**src/rtl/scsidp_pkg.sv**
```systemverilog
// Purpose: Constants for the SCSI data path and sync rate block.
// Assumes: 8-bit register port, 20 MHz core clock.
// Notes: Offsets are register indices on the plain port.
package scsidp_pkg;
   // -----------------------------------------------------------------
   // Register offsets
   // -----------------------------------------------------------------
   localparam logic [7:0] A_DMA_FIFO_COUNT = 8'h00;
   localparam logic [7:0] A_DBC = 8'h01;
   localparam logic [7:0] A_SST0 = 8'h02;
   localparam logic [7:0] A_SST1 = 8'h03;
   localparam logic [7:0] A_OWN_ID_REGISTER = 8'h04;
   localparam logic [7:0] A_IST0 = 8'h05;
   localparam logic [7:0] A_IEN0 = 8'h06;
   localparam logic [7:0] A_TRANSFER_CONTROL = 8'h07;
   localparam logic [7:0] A_SC3 = 8'h08;
   localparam logic [7:0] A_DATA = 8'h09;
   localparam logic [7:0] RST_VAL = 8'h00;
   // -----------------------------------------------------------------
   // Field positions
   // -----------------------------------------------------------------
   localparam int SST0_OUTPUT_LATCH = 5;
   localparam int SST0_OUTPUT_REGISTER = 6;
   localparam int SST0_INPUT_LATCH = 7;
   localparam int OWN_ID_REGISTER_SEL_EN = 5;
   localparam int OWN_ID_REGISTER_RSL_EN = 6;
   localparam int IST_SEL = 5;
   localparam int IST_RSL = 4;
   localparam int SX_TP_LO = 5;
   localparam int SC3_SCF_LO = 4;
   localparam int SC3_TGT = 3;
   localparam int SC3_SEND = 7;
   // -----------------------------------------------------------------
   // Sizes and timing
   // -----------------------------------------------------------------
   localparam int LANES = 4;
   localparam int LANE_DEPTH = 20;
   localparam logic [6:0] FIFO_BYTES = 7'h50;
   localparam logic [6:0] PTR_LAST = 7'h4f;
   localparam logic [3:0] SFIFO_DEPTH = 4'h8;
   localparam logic [2:0] RX_TICKS = 3'h4;
   localparam logic [3:0] TP_BASE = 4'h2;
   localparam int CLK_NS = 50;
   localparam int RX_MIN_NS = 80;
   localparam int SEND_FAST_NS = 100;
   localparam int SEND_SLOW_NS = 200;
   localparam logic [7:0] SEND_FAST_CYC =
      8'((SEND_FAST_NS + CLK_NS - 1) / CLK_NS);
   localparam logic [7:0] SEND_SLOW_CYC =
      8'((SEND_SLOW_NS + CLK_NS - 1) / CLK_NS);

   typedef enum logic [2:0] {
      TX_IDLE = 3'b000,
      TX_SETUP = 3'b001,
      TX_WAIT = 3'b010,
      TX_HOLD = 3'b011,
      TX_PER = 3'b100
   } scsidp_tx_e;

   // Divisor applied to the core clock for the sync logic.
   function automatic logic [3:0] scsidp_scf_div(input logic [2:0] f);
      case (f)
         3'h0: scsidp_scf_div = 4'h1;
         3'h1: scsidp_scf_div = 4'h1;
         3'h2: scsidp_scf_div = 4'h2;
         3'h3: scsidp_scf_div = 4'h3;
         3'h4: scsidp_scf_div = 4'h4;
         3'h5: scsidp_scf_div = 4'h6;
         default: scsidp_scf_div = 4'h8;
      endcase
   endfunction : scsidp_scf_div
endpackage : scsidp_pkg

```
**src/rtl/scsidp_top.sv**
```systemverilog
// Purpose: SCSI data path, residual status and sync rate dividers.
// Assumes: Single-ended bus, all bus signals low when asserted.
// Notes: Registers are 8 bits wide on a plain strobe port.
`timescale 1ns/1ps
module scsidp_top
   import scsidp_pkg::*;
(
   input wire logic core_clk,
   input wire logic rst_n,
   input wire logic [7:0] reg_addr,
   input wire logic [7:0] reg_wdata,
   input wire logic reg_wr,
   input wire logic reg_rd,
   output logic [7:0] reg_rdata,
   input wire logic [7:0] scsi_data_n_i,
   output logic [7:0] scsi_data_n_o,
   output logic scsi_data_oe,
   input wire logic scsi_req_n_i,
   output logic scsi_req_n_o,
   output logic scsi_req_oe,
   input wire logic scsi_ack_n_i,
   output logic scsi_ack_n_o,
   output logic scsi_ack_oe,
   input wire logic scsi_sel_n_i,
   input wire logic scsi_bsy_n_i,
   input wire logic scsi_io_n_i,
   input wire logic sel_instr_busy,
   output logic branch_alt,
   output logic interrupt_request_n
);
   // -----------------------------------------------------------------
   // Registers
   // -----------------------------------------------------------------
   logic [6:0] dma_fifo_count_r, dbc_r, fill_r, wp_r, rp_r;
   logic [7:0] own_id_register_r, ist_r, ien_r, transfer_control_r, sc3_r;
   logic [7:0] output_latch_r, output_register_r, input_latch_r;
   logic output_latch_full_r, output_register_full_r, input_latch_full_r;
   logic [7:0] lane_mem [LANES][LANE_DEPTH];
   logic [7:0] sf_mem [8];
   logic [2:0] sf_wp_r, sf_rp_r;
   logic [3:0] sf_cnt_r;
   logic wr_data, rd_data, wr_dbc, rd_ist;
   logic tgt, send, sync_md;
   assign wr_data = reg_wr && reg_addr == A_DATA;
   assign rd_data = reg_rd && reg_addr == A_DATA;
   assign wr_dbc = reg_wr && reg_addr == A_DBC;
   assign rd_ist = reg_rd && reg_addr == A_IST0;
   assign tgt = sc3_r[SC3_TGT];
   assign send = sc3_r[SC3_SEND];
   assign sync_md = transfer_control_r[3:0] != 4'h0;

   always_ff @(posedge core_clk) begin
      if (!rst_n) begin
         own_id_register_r <= RST_VAL;
         ien_r <= RST_VAL;
         transfer_control_r <= RST_VAL;
         sc3_r <= RST_VAL;
      end else if (reg_wr) begin
         case (reg_addr)
            A_OWN_ID_REGISTER: own_id_register_r <= reg_wdata;
            A_IEN0: ien_r <= reg_wdata;
            A_TRANSFER_CONTROL: transfer_control_r <= reg_wdata;
            A_SC3: sc3_r <= reg_wdata;
            default: ;
         endcase
      end
   end

   // -----------------------------------------------------------------
   // Bus input synchronisers, asserted-low pins inverted
   // -----------------------------------------------------------------
   logic [12:0] raw, s1_r, s2_r, s3_r, lvl_r;
   assign raw = ~{scsi_io_n_i, scsi_bsy_n_i, scsi_sel_n_i,
                  scsi_ack_n_i, scsi_req_n_i, scsi_data_n_i};
   always_ff @(posedge core_clk) begin
      if (!rst_n) begin
         s1_r <= '0;
         s2_r <= '0;
         s3_r <= '0;
         lvl_r <= '0;
      end else begin
         s1_r <= raw;
         s2_r <= s1_r;
         s3_r <= s2_r;
         lvl_r <= (s2_r & s3_r) | (lvl_r & (s2_r ^ s3_r));
      end
   end
   logic in_strb, strb_d_r, strb_rise, strb_fall;
   assign in_strb = tgt ? lvl_r[9] : lvl_r[8];
   assign strb_rise = in_strb && !strb_d_r;
   assign strb_fall = !in_strb && strb_d_r;
   always_ff @(posedge core_clk) begin
      if (!rst_n) strb_d_r <= 1'b0;
      else strb_d_r <= in_strb;
   end

   // -----------------------------------------------------------------
   // Sync clock divider and receive rate gate
   // -----------------------------------------------------------------
   logic [3:0] scf_div, scf_cnt_r;
   logic scf_tick, rx_ok;
   logic [2:0] rx_gap_r;
   assign scf_div = scsidp_scf_div(sc3_r[SC3_SCF_LO +: 3]);
   assign scf_tick = scf_cnt_r == scf_div - 4'h1;
   assign rx_ok = rx_gap_r >= RX_TICKS;
   always_ff @(posedge core_clk) begin
      if (!rst_n || scf_tick) scf_cnt_r <= 4'h0;
      else scf_cnt_r <= scf_cnt_r + 4'h1;
   end
   logic sf_push, sf_pop;
   assign sf_push = !send && sync_md && strb_rise && rx_ok &&
                    sf_cnt_r != SFIFO_DEPTH;
   always_ff @(posedge core_clk) begin
      if (!rst_n || sf_push) rx_gap_r <= 3'h0;
      else if (scf_tick && !rx_ok) rx_gap_r <= rx_gap_r + 3'h1;
   end

   // -----------------------------------------------------------------
   // DMA FIFO
   // -----------------------------------------------------------------
   logic push, pop, ld_output_latch, rx_push;
   logic [7:0] push_d, fifo_q;
   assign rx_push = sync_md ? sf_cnt_r != 4'h0 : input_latch_full_r;
   assign push = (send ? wr_data : rx_push) && fill_r != FIFO_BYTES;
   assign ld_output_latch = send && !output_latch_full_r && fill_r != 7'h0;
   assign pop = (send ? ld_output_latch : rd_data) && fill_r != 7'h0;
   assign push_d = send ? reg_wdata : (sync_md ? sf_mem[sf_rp_r] : input_latch_r);
   assign fifo_q = lane_mem[rp_r[1:0]][rp_r[6:2]];
   assign sf_pop = !send && sync_md && push;

   always_ff @(posedge core_clk) begin
      if (push) lane_mem[wp_r[1:0]][wp_r[6:2]] <= push_d;
   end
   always_ff @(posedge core_clk) begin
      if (!rst_n) begin
         wp_r <= 7'h0;
         rp_r <= 7'h0;
         fill_r <= 7'h0;
      end else begin
         if (push) wp_r <= wp_r == PTR_LAST ? 7'h0 : wp_r + 7'h1;
         if (pop) rp_r <= rp_r == PTR_LAST ? 7'h0 : rp_r + 7'h1;
         fill_r <= fill_r + 7'(push) - 7'(pop);
      end
   end
   always_ff @(posedge core_clk) begin
      if (!rst_n) begin
         dma_fifo_count_r <= 7'h0;
         dbc_r <= 7'h0;
      end else begin
         if (push) dma_fifo_count_r <= dma_fifo_count_r + 7'h1;
         if (wr_dbc) dbc_r <= reg_wdata[6:0];
         else if (pop) dbc_r <= dbc_r + 7'h1;
      end
   end

   // -----------------------------------------------------------------
   // Sync receive SCSI FIFO
   // -----------------------------------------------------------------
   always_ff @(posedge core_clk) begin
      if (sf_push) sf_mem[sf_wp_r] <= lvl_r[7:0];
   end
   always_ff @(posedge core_clk) begin
      if (!rst_n) begin
         sf_wp_r <= 3'h0;
         sf_rp_r <= 3'h0;
         sf_cnt_r <= 4'h0;
      end else begin
         if (sf_push) sf_wp_r <= sf_wp_r + 3'h1;
         if (sf_pop) sf_rp_r <= sf_rp_r + 3'h1;
         sf_cnt_r <= sf_cnt_r + 4'(sf_push) - 4'(sf_pop);
      end
   end

   // -----------------------------------------------------------------
   // Send path and handshake
   // -----------------------------------------------------------------
   scsidp_tx_e tx_r;
   logic [7:0] tmr_r, per_cyc, per_raw;
   logic strb_out_r, tx_done, input_latch_cap;
   assign per_raw = {4'h0, scf_div} *
                    ({5'h0, transfer_control_r[SX_TP_LO +: 3]} + {4'h0, TP_BASE});
   assign per_cyc = per_raw < SEND_FAST_CYC ? SEND_FAST_CYC : per_raw;
   assign tx_done = (tx_r == TX_WAIT && in_strb) ||
                    (tx_r == TX_PER && tmr_r == 8'h0);
   assign input_latch_cap = !send && !sync_md && strb_rise && !input_latch_full_r;

   always_ff @(posedge core_clk) begin
      if (!rst_n) begin
         tx_r <= TX_IDLE;
         tmr_r <= 8'h0;
      end else begin
         case (tx_r)
            TX_IDLE: begin
               tmr_r <= {5'h0, sc3_r[2:0]};
               if (send && (sync_md ? output_register_full_r : output_latch_full_r))
                  tx_r <= TX_SETUP;
            end
            TX_SETUP: begin
               tmr_r <= tmr_r - 8'h1;
               if (tmr_r == 8'h0) begin
                  tx_r <= sync_md ? TX_PER : TX_WAIT;
                  tmr_r <= per_cyc - 8'h1;
               end
            end
            TX_WAIT: if (in_strb) tx_r <= TX_HOLD;
            TX_HOLD: if (!in_strb) tx_r <= TX_IDLE;
            TX_PER: begin
               tmr_r <= tmr_r - 8'h1;
               if (tmr_r == 8'h0 && output_latch_full_r) begin
                  tmr_r <= per_cyc - 8'h1;
               end else if (tmr_r == 8'h0) begin
                  tx_r <= TX_IDLE;
               end
            end
            default: tx_r <= TX_IDLE;
         endcase
      end
   end
   always_ff @(posedge core_clk) begin
      if (!rst_n) strb_out_r <= 1'b0;
      else if (tx_r == TX_SETUP && tmr_r == 8'h0) strb_out_r <= 1'b1;
      else if (tx_r == TX_WAIT && in_strb) strb_out_r <= 1'b0;
      else if (tx_r == TX_PER && tmr_r == 8'h0 && output_latch_full_r)
         strb_out_r <= 1'b1;
      else if (tx_r == TX_PER && tmr_r == {1'b0, per_cyc[7:1]})
         strb_out_r <= 1'b0;
      else if (input_latch_cap) strb_out_r <= 1'b1;
      else if (!send && strb_fall) strb_out_r <= 1'b0;
   end

   // -----------------------------------------------------------------
   // Latches between FIFO and bus
   // -----------------------------------------------------------------
   always_ff @(posedge core_clk) begin
      if (!rst_n) begin
         output_latch_full_r <= 1'b0;
         output_register_full_r <= 1'b0;
         input_latch_full_r <= 1'b0;
         output_latch_r <= 8'h0;
         output_register_r <= 8'h0;
         input_latch_r <= 8'h0;
      end else begin
         if (ld_output_latch) begin
            output_latch_r <= fifo_q;
            output_latch_full_r <= 1'b1;
         end else if (sync_md && output_latch_full_r &&
                      (!output_register_full_r || tx_done)) begin
            output_register_r <= output_latch_r;
            output_latch_full_r <= 1'b0;
            output_register_full_r <= 1'b1;
         end else if (!sync_md && tx_done) begin
            output_latch_full_r <= 1'b0;
         end
         if (sync_md && tx_done && !output_latch_full_r) output_register_full_r <= 1'b0;
         if (input_latch_cap) begin
            input_latch_r <= lvl_r[7:0];
            input_latch_full_r <= 1'b1;
         end else if (!sync_md && push && !send) begin
            input_latch_full_r <= 1'b0;
         end
      end
   end

   // -----------------------------------------------------------------
   // Selection, reselection and events
   // -----------------------------------------------------------------
   logic sel_act, seen_r, sel_evt, rsl_evt;
   assign sel_act = lvl_r[10] && !lvl_r[11] && lvl_r[own_id_register_r[2:0]];
   assign sel_evt = sel_act && !seen_r && !lvl_r[12] &&
                    own_id_register_r[OWN_ID_REGISTER_SEL_EN];
   assign rsl_evt = sel_act && !seen_r && lvl_r[12] &&
                    own_id_register_r[OWN_ID_REGISTER_RSL_EN];
   always_ff @(posedge core_clk) begin
      if (!rst_n) seen_r <= 1'b0;
      else seen_r <= sel_act;
   end
   always_ff @(posedge core_clk) begin
      if (!rst_n) ist_r <= RST_VAL;
      else begin
         ist_r <= (rd_ist ? 8'h00 : ist_r) |
                  {2'h0, sel_evt, rsl_evt, 4'h0};
      end
   end
   always_ff @(posedge core_clk) begin
      if (!rst_n) branch_alt <= 1'b0;
      else branch_alt <= (sel_evt || rsl_evt) && sel_instr_busy;
   end

   // -----------------------------------------------------------------
   // Outputs
   // -----------------------------------------------------------------
   always_ff @(posedge core_clk) begin
      if (!rst_n) begin
         interrupt_request_n <= 1'b1;
         scsi_data_n_o <= 8'hff;
         scsi_data_oe <= 1'b0;
         scsi_req_n_o <= 1'b1;
         scsi_req_oe <= 1'b0;
         scsi_ack_n_o <= 1'b1;
         scsi_ack_oe <= 1'b0;
      end else begin
         interrupt_request_n <= (ist_r & ien_r) == 8'h00;
         scsi_data_n_o <= ~(sync_md ? output_register_r : output_latch_r);
         scsi_data_oe <= send && tx_r != TX_IDLE;
         scsi_req_n_o <= 1'b0;
         scsi_req_oe <= tgt && strb_out_r;
         scsi_ack_n_o <= 1'b0;
         scsi_ack_oe <= !tgt && strb_out_r;
      end
   end
   always_ff @(posedge core_clk) begin
      if (!rst_n) reg_rdata <= 8'h00;
      else if (!reg_rd) reg_rdata <= 8'h00;
      else begin
         case (reg_addr)
            A_DMA_FIFO_COUNT: reg_rdata <= {1'b0, dma_fifo_count_r};
            A_DBC: reg_rdata <= {1'b0, dbc_r};
            A_SST0: reg_rdata <= {input_latch_full_r, output_register_full_r,
                                  output_latch_full_r, 5'h0};
            A_SST1: reg_rdata <= {sf_cnt_r, 4'h0};
            A_OWN_ID_REGISTER: reg_rdata <= own_id_register_r;
            A_IST0: reg_rdata <= ist_r;
            A_IEN0: reg_rdata <= ien_r;
            A_TRANSFER_CONTROL: reg_rdata <= transfer_control_r;
            A_SC3: reg_rdata <= sc3_r;
            A_DATA: reg_rdata <= (send || fill_r == 7'h0) ? 8'h00 : fifo_q;
            default: reg_rdata <= 8'h00;
         endcase
      end
   end
endmodule : scsidp_top

```
**config.mk**
```make
export PLATFORM = sky130hd
export DESIGN_NAME = scsidp_top
export DESIGN_NICKNAME = d
export VERILOG_FILES = /design/src/rtl/scsidp_pkg.sv /design/src/rtl/scsidp_top.sv
export SDC_FILE = /design/constraint.sdc
export NUM_CORES = 1
export LEC_CHECK = 0
export ABC_AREA = 0
export BUFFER_PORTS_ARGS = -buffer_cell sky130_fd_sc_hd__buf_2
export CORE_ASPECT_RATIO = 0.7
export CORE_MARGIN = 5
export CORE_UTILIZATION = 50
export DETAILED_ROUTE_END_ITERATION = 8
export PLACE_DENSITY = 0.62
export RECOVER_POWER = 25
export SLEW_MARGIN = 25
export SYNTH_ARGS = -nofsm -noshare
export SYNTH_HDL_FRONTEND = slang
export SYNTH_SLANG_ARGS = --single-unit
```
**constraint.sdc**
```tcl
create_clock -name core_clk -period 6.3 [get_ports core_clk]
set_input_delay 0.945 -clock core_clk [delete_from_list [all_inputs] [get_ports core_clk]]
set_output_delay 0.945 -clock core_clk [all_outputs]
set_load 0.03 [all_outputs]
```
---- Word-level counts from Yosys, hierarchy flattened ----
Memories as Yosys holds them, arrays and structs flattened. A register that Yosys moved wholly into a read port is not among the register bits.
Index checks and enable logic that the tools add are counted.
operators by class
  muxes and demuxes ....................... 55
  divide/modulo/power cells ............... 0
  shift operators ......................... 0
  bitwise gates (word level) .............. 12
  equal/unequal tests ..................... 30
  reductions and logical operators ........ 89
  magnitude comparators ................... 6
  add/sub/neg operators ................... 16
  multiply operators ...................... 1
operators with widths
  kind                 number
  $mux 160             1
  $mux 8               11
  $pmux 8 s10          1
  $logic_and 1x1->1    46
  $bmux 8 s5           1
  $demux 8 s5          1
  $eq 8x3->1 const B   4
  $add 7x1->7 const B  4
  $mux 7               4
  $mux 3               9
  $and 13x13->13       2
  $logic_not 8->1      3
  $pmux 8 s3           1
  $mux 1               21
  $pmux 4 s5           1
  $eq 8x2->1 const B   2
  $eq 8x4->1 const B   2
  $sub 8x1->8 const B  2
  $pmux 3 s5           1
  $eq 7x7->1 const B   2
  $logic_not 1->1      13
  $not 13->13          1
  $or 13x13->13        1
  $xor 13x13->13       1
  42 further kinds     74
storage, ports and cells
  latch bits .............................. 0
  output and inout bits ................... 23
  register bits ........................... 207
  input port bits ......................... 34
  RAM bits ................................ 704
  memory bits (read-only) ................. 0
  memories ................................ 2
memory list
  name      depth  width  rd ports  clocked after memory_dff  write ports  line              source
  lane_mem  4      160    1         1                         1            scsidp_top.sv:38  logic [7:0] lane_mem [LANES][LANE_DEPTH];
  sf_mem    8      8      1         1                         1            scsidp_top.sv:39  logic [7:0] sf_mem [8];

---- Logic depth before layout (Yosys ltp) ----
  depth after elaboration ................. 12
  mapped depth ............................ 20
  mapped depth without buffers ............ 19

---- Least setup slack after synthesis ----
Ideal clock, no wire load.
  path type ............................... register to register
  start ................................... reg with a tool-made name
  end ..................................... mem lane_mem[0][102] (netlist name), data pin
  path slack .............................. 0.753 ns
  setup time .............................. 0.825 ns
  path buffers ............................ 2
  arrival time ............................ 4.722 ns
  cell stages (with the launch flop) ...... 8
  required time ........................... 5.475 ns
  path through ............................ dfxtp_1 -> buf_2 -> buf_1 -> mux4_2 -> mux2i_1 -> nor2_1 -> a21oi_1 -> o21ai_0
RTL lines
  element           line
  end: declaration  scsidp_top.sv:38

==> flow_summary_export.csv <==
group,metric,value,unit
status,outcome,"finished, violations left",
status,violations,"capacitance limit, slew limit",
grt,grt_pass1_wl,135000,um
timing,slew-limit-headroom,-179,%
place,place_inst,3343,
floorplanning,initial_core_util,50.5,%
worst_hold_path,hold_path.class,"reg2reg",
power,p_int,9210,uW
timing,drv_slew,496,
grt,grt_max_degree,81,
timing,layout_setup_ws,0.817,ns
logic_synthesis,netlist_area,37000,sq um
route,vias,21350,
grt,met3_usage,6.04,%
power,p_sw,2320,uW
timing,rsz0062_at_grt,"no",
timing,min_period,5.48,ns
critical_path,worst_setup_path_start_kind,"flip-flop",
flow_run,maxCapViolations,8,
route,first_pass_iters,7,
cts,clk_path_buf_depth,3,
cts,clkLatencyLatePin,0.65,ns
logic_synthesis,synth.most_common_cell,"edfxtp_1",
grt,antenna_found_initial,2,
logic_synthesis,synth_xor_area_share,1.11,%
logic_synthesis,synthTopCellsByCount,"edfxtp_1, nor2_1, dfxtp_1",
logic_synthesis,synth_top_family_by_area,"multiplexers",
logic_synthesis,synthAdderAreaFrac,2.22,%
cts,cts_resized,0,
cts,tritoncts,"yes",
logic_synthesis,synth_ff_type,"edfxtp_1",
cts,post_cts_buffers,0,
route,ant_nets,0,
critical_path,crit_path_max_incr_delay,2.93,ns
place,numPortBuffers,56,
logic_synthesis,synth_top_area_share,57.1,%
route,wl_per_cell,26.1,um
critical_path,cp_data_arrival_time,5.31,ns
floorplanning,ios,57,
logic_synthesis,synthSimpleGateAreaFrac,7.83,%
logic_synthesis,synth.largest_area_cell,"edfxtp_1",
logic_synthesis,ys_async_sr_fraction,0,%
logic_synthesis,syn_nets,2492,
power,pwr-share-comb,1.3,%
finish,area_growth,10.9,%
logic_synthesis,yosysWarnings,0,
floorplanning,die_w,335,um
cts,clkTransAtPathRegs,0.06,ns
route,wirelength,91200,um
timing,fmaxAchievable,0.182,GHz
power,p_seq_share,55.6,%
route,avgViaCountPerCell,6.10,
route,drc,0,
logic_synthesis,synthMuxAreaShare,13.0,%
grt,grt-ovfl-total,0,
power,fin_total_pwr,11500,uW
logic_synthesis,synth_compound_gate_area_share,5.64,%
critical_path,worstSetupPathType,"reg2reg",
grt,grt_busiest_layer,"met1",
logic_synthesis,synth.area.top_cells,"edfxtp_1, dfxtp_1, mux4_2",
finish,drive_gt1_share,16.1,%
logic_synthesis,synth_edf_count,704,
critical_path,cp_max_fo,80,
power,powerDensity,281,nW/um^2
logic_synthesis,yosys_register_bits,910,
timing,worstMarginPinSlew,4.19,ns
logic_synthesis,netlist_instances,2396,
place,hpwl,59100,um
timing,tns,0,ns
grt,grt_use_met1,36.4,%
finish,diodes,0,
logic_synthesis,syn_avg_cell_area,15.5,sq um
timing,setup_viol,0,
logic_synthesis,yosysSeqAreaShare,68.2,%
critical_path,path_cells,"mux4_2 -> mux2i_1 -> nor2_1 -> a21oi_1 -> o21ai_4 -> clkbuf_1",
finish,finalNonFillerCells,3500,
timing,layout_worst_path_cycle_share,87.0,%
critical_path,crit_required,6.13,ns
grt,grt_usage,22.6,%
place,finalWeightedCongestion,0.926,
critical_path,crit_path_end_kind,"flip-flop",
route,drt_iter0_markers,2215,
place,dp_slack,0.978,ns
logic_synthesis,synth_cell_types,73,
cts,cts_root_buf,"clkbuf_16",
power,swShare,20.1,%
floorplanning,rows,83,
timing,finalHoldViolCount,0,
cts,h-tree-depth,3,
floorplanning,fp.dieArea,79700,sq um
cts,cts_buffers,85,
power,peakVddDrop,158,uV
floorplanning,coreArea,73400,sq um
power,p_leak,0.0134,uW
power,p_clk_share,43.1,%
finish,nets,2549,
timing,skew,0.0281,ns
critical_path,crit_slowest_cell,"clkbuf_1",
cts,clkSinkCount,910,
grt,grt_pass1_vias,20415,
floorplanning,dieHeight,238,um
grt,use_met2,31.1,%
cts,cts_hold_buf,0,
[worst paths after layout]
kind | from | endpoint | slack [ns] | depth (start not counted)
setup / recovery | flip-flop | lane_mem[1][59]$_DFFE_PP_ | 0.82 | 6
hold / removal | s1_r[5]$_SDFF_PN0_ | s2_r[5]$_SDFF_PN0_ | 0.43 | 1
setup reg to reg | flip-flop | lane_mem[1][59]$_DFFE_PP_ | 0.82 | 6
hold reg to reg | s1_r[5]$_SDFF_PN0_ | s2_r[5]$_SDFF_PN0_ | 0.43 | 1
[logic make-up (layout without fill, tap and decap cells)]
family	count (synthesis)	in the layout
AOI/OAI and AO/OA	316	316
xor gates and xnor gates	47	47
adders and majority gates	62	62
buffers and inverters	177	304
DFF	910	910
muxes	275	275
and+or+nand+nor	609	609
[power groups by stage]
stage	Sequential, uW	Combinational (uW)	Clock [uW]
2_1_floorplan	6540	96.3	0
3_3_place_gp	6540	145	0
3_5_place_dp	6540	147	0
4_1_cts	6410	148	5060
5_1_grt	6410	162	5310
6_report	6410	147	4970
[flip-flops by register name, indices dropped and copies added (netlist names), 13 cells and up, named ones only]
name and flops:
lvl_r 13, s3_r 13, sf_mem 64, lane_mem 640, s2_r 13, s1_r 13
[worst max-delay path, delay by kind of cell, from the launching register on]
| family | cells | cell delay [ns] |
|---|---|---|
| AO/OA/AOI/OAI | 2 | 0.21 |
| buffers and inverters | 1 | 2.93 |
| flip-flops | 1 | 0.90 |
| multiplexers | 2 | 0.47 |
| AND/OR/NAND/NOR | 1 | 0.11 |
[through the flow]
stage | hold WS, ns | instance area, sq um | util, %
after floorplan | 0.412 | 37000 | -
after global placement | 0.413 | 38500 | 52.4
after detailed placement | 0.419 | 38500 | 52.4
after CTS | 0.419 | 41200 | 56.1
after global routing | 0.435 | 41100 | 56.0
final | 0.432 | 41100 | 56.0
[layer usage]
layer	up-vias	wire (um)
met5	-	0
met4	0	1320
met3	106	8850
met2	892	38300
met1	10975	42800
li1	9377	-
[cells in the final DEF (no fill, tap or decap), types with 7 or more instances in the layout]
master,count
a211oi_1,11
a21o_1,11
a21oi_1,101
a221oi_1,12
a22o_1,12
a22oi_1,21
a31oi_1,14
and2_0,12
and2_1,27
and3_1,22
buf_2,32
buf_4,26
clkbuf_1,56
clkbuf_16,89
clkinv_1,18
clkinv_2,15
dfxtp_1,202
edfxtp_1,704
ha_1,56
inv_1,43
mux2_2,22
mux2i_1,91
mux4_2,162
nand2_1,151
nand2b_1,14
nand3_1,50
nand4_1,8
nor2_1,208
nor2b_1,18
nor3_1,31
nor3b_1,7
nor4_1,15
o211ai_1,7
o21ai_0,43
o21ai_4,8
o221ai_1,10
o22ai_1,12
or3_1,7
xnor2_1,29
xor2_1,18
[area by class of cell]
| type | count | area [sq um] |
|---|---|---|
| sequential | 910 | 25300 |
| inverter | 44 | 166 |
| timing repair buffer | 103 | 588 |
| clock buffer | 112 | 2360 |
| clock inverter | 45 | 317 |
| multi-input combinational | 1309 | 11200 |
| tap | 977 | 1220 |
| fill | 5677 | 32300 |
No activity file was read; power rests on OpenSTA's default activity.
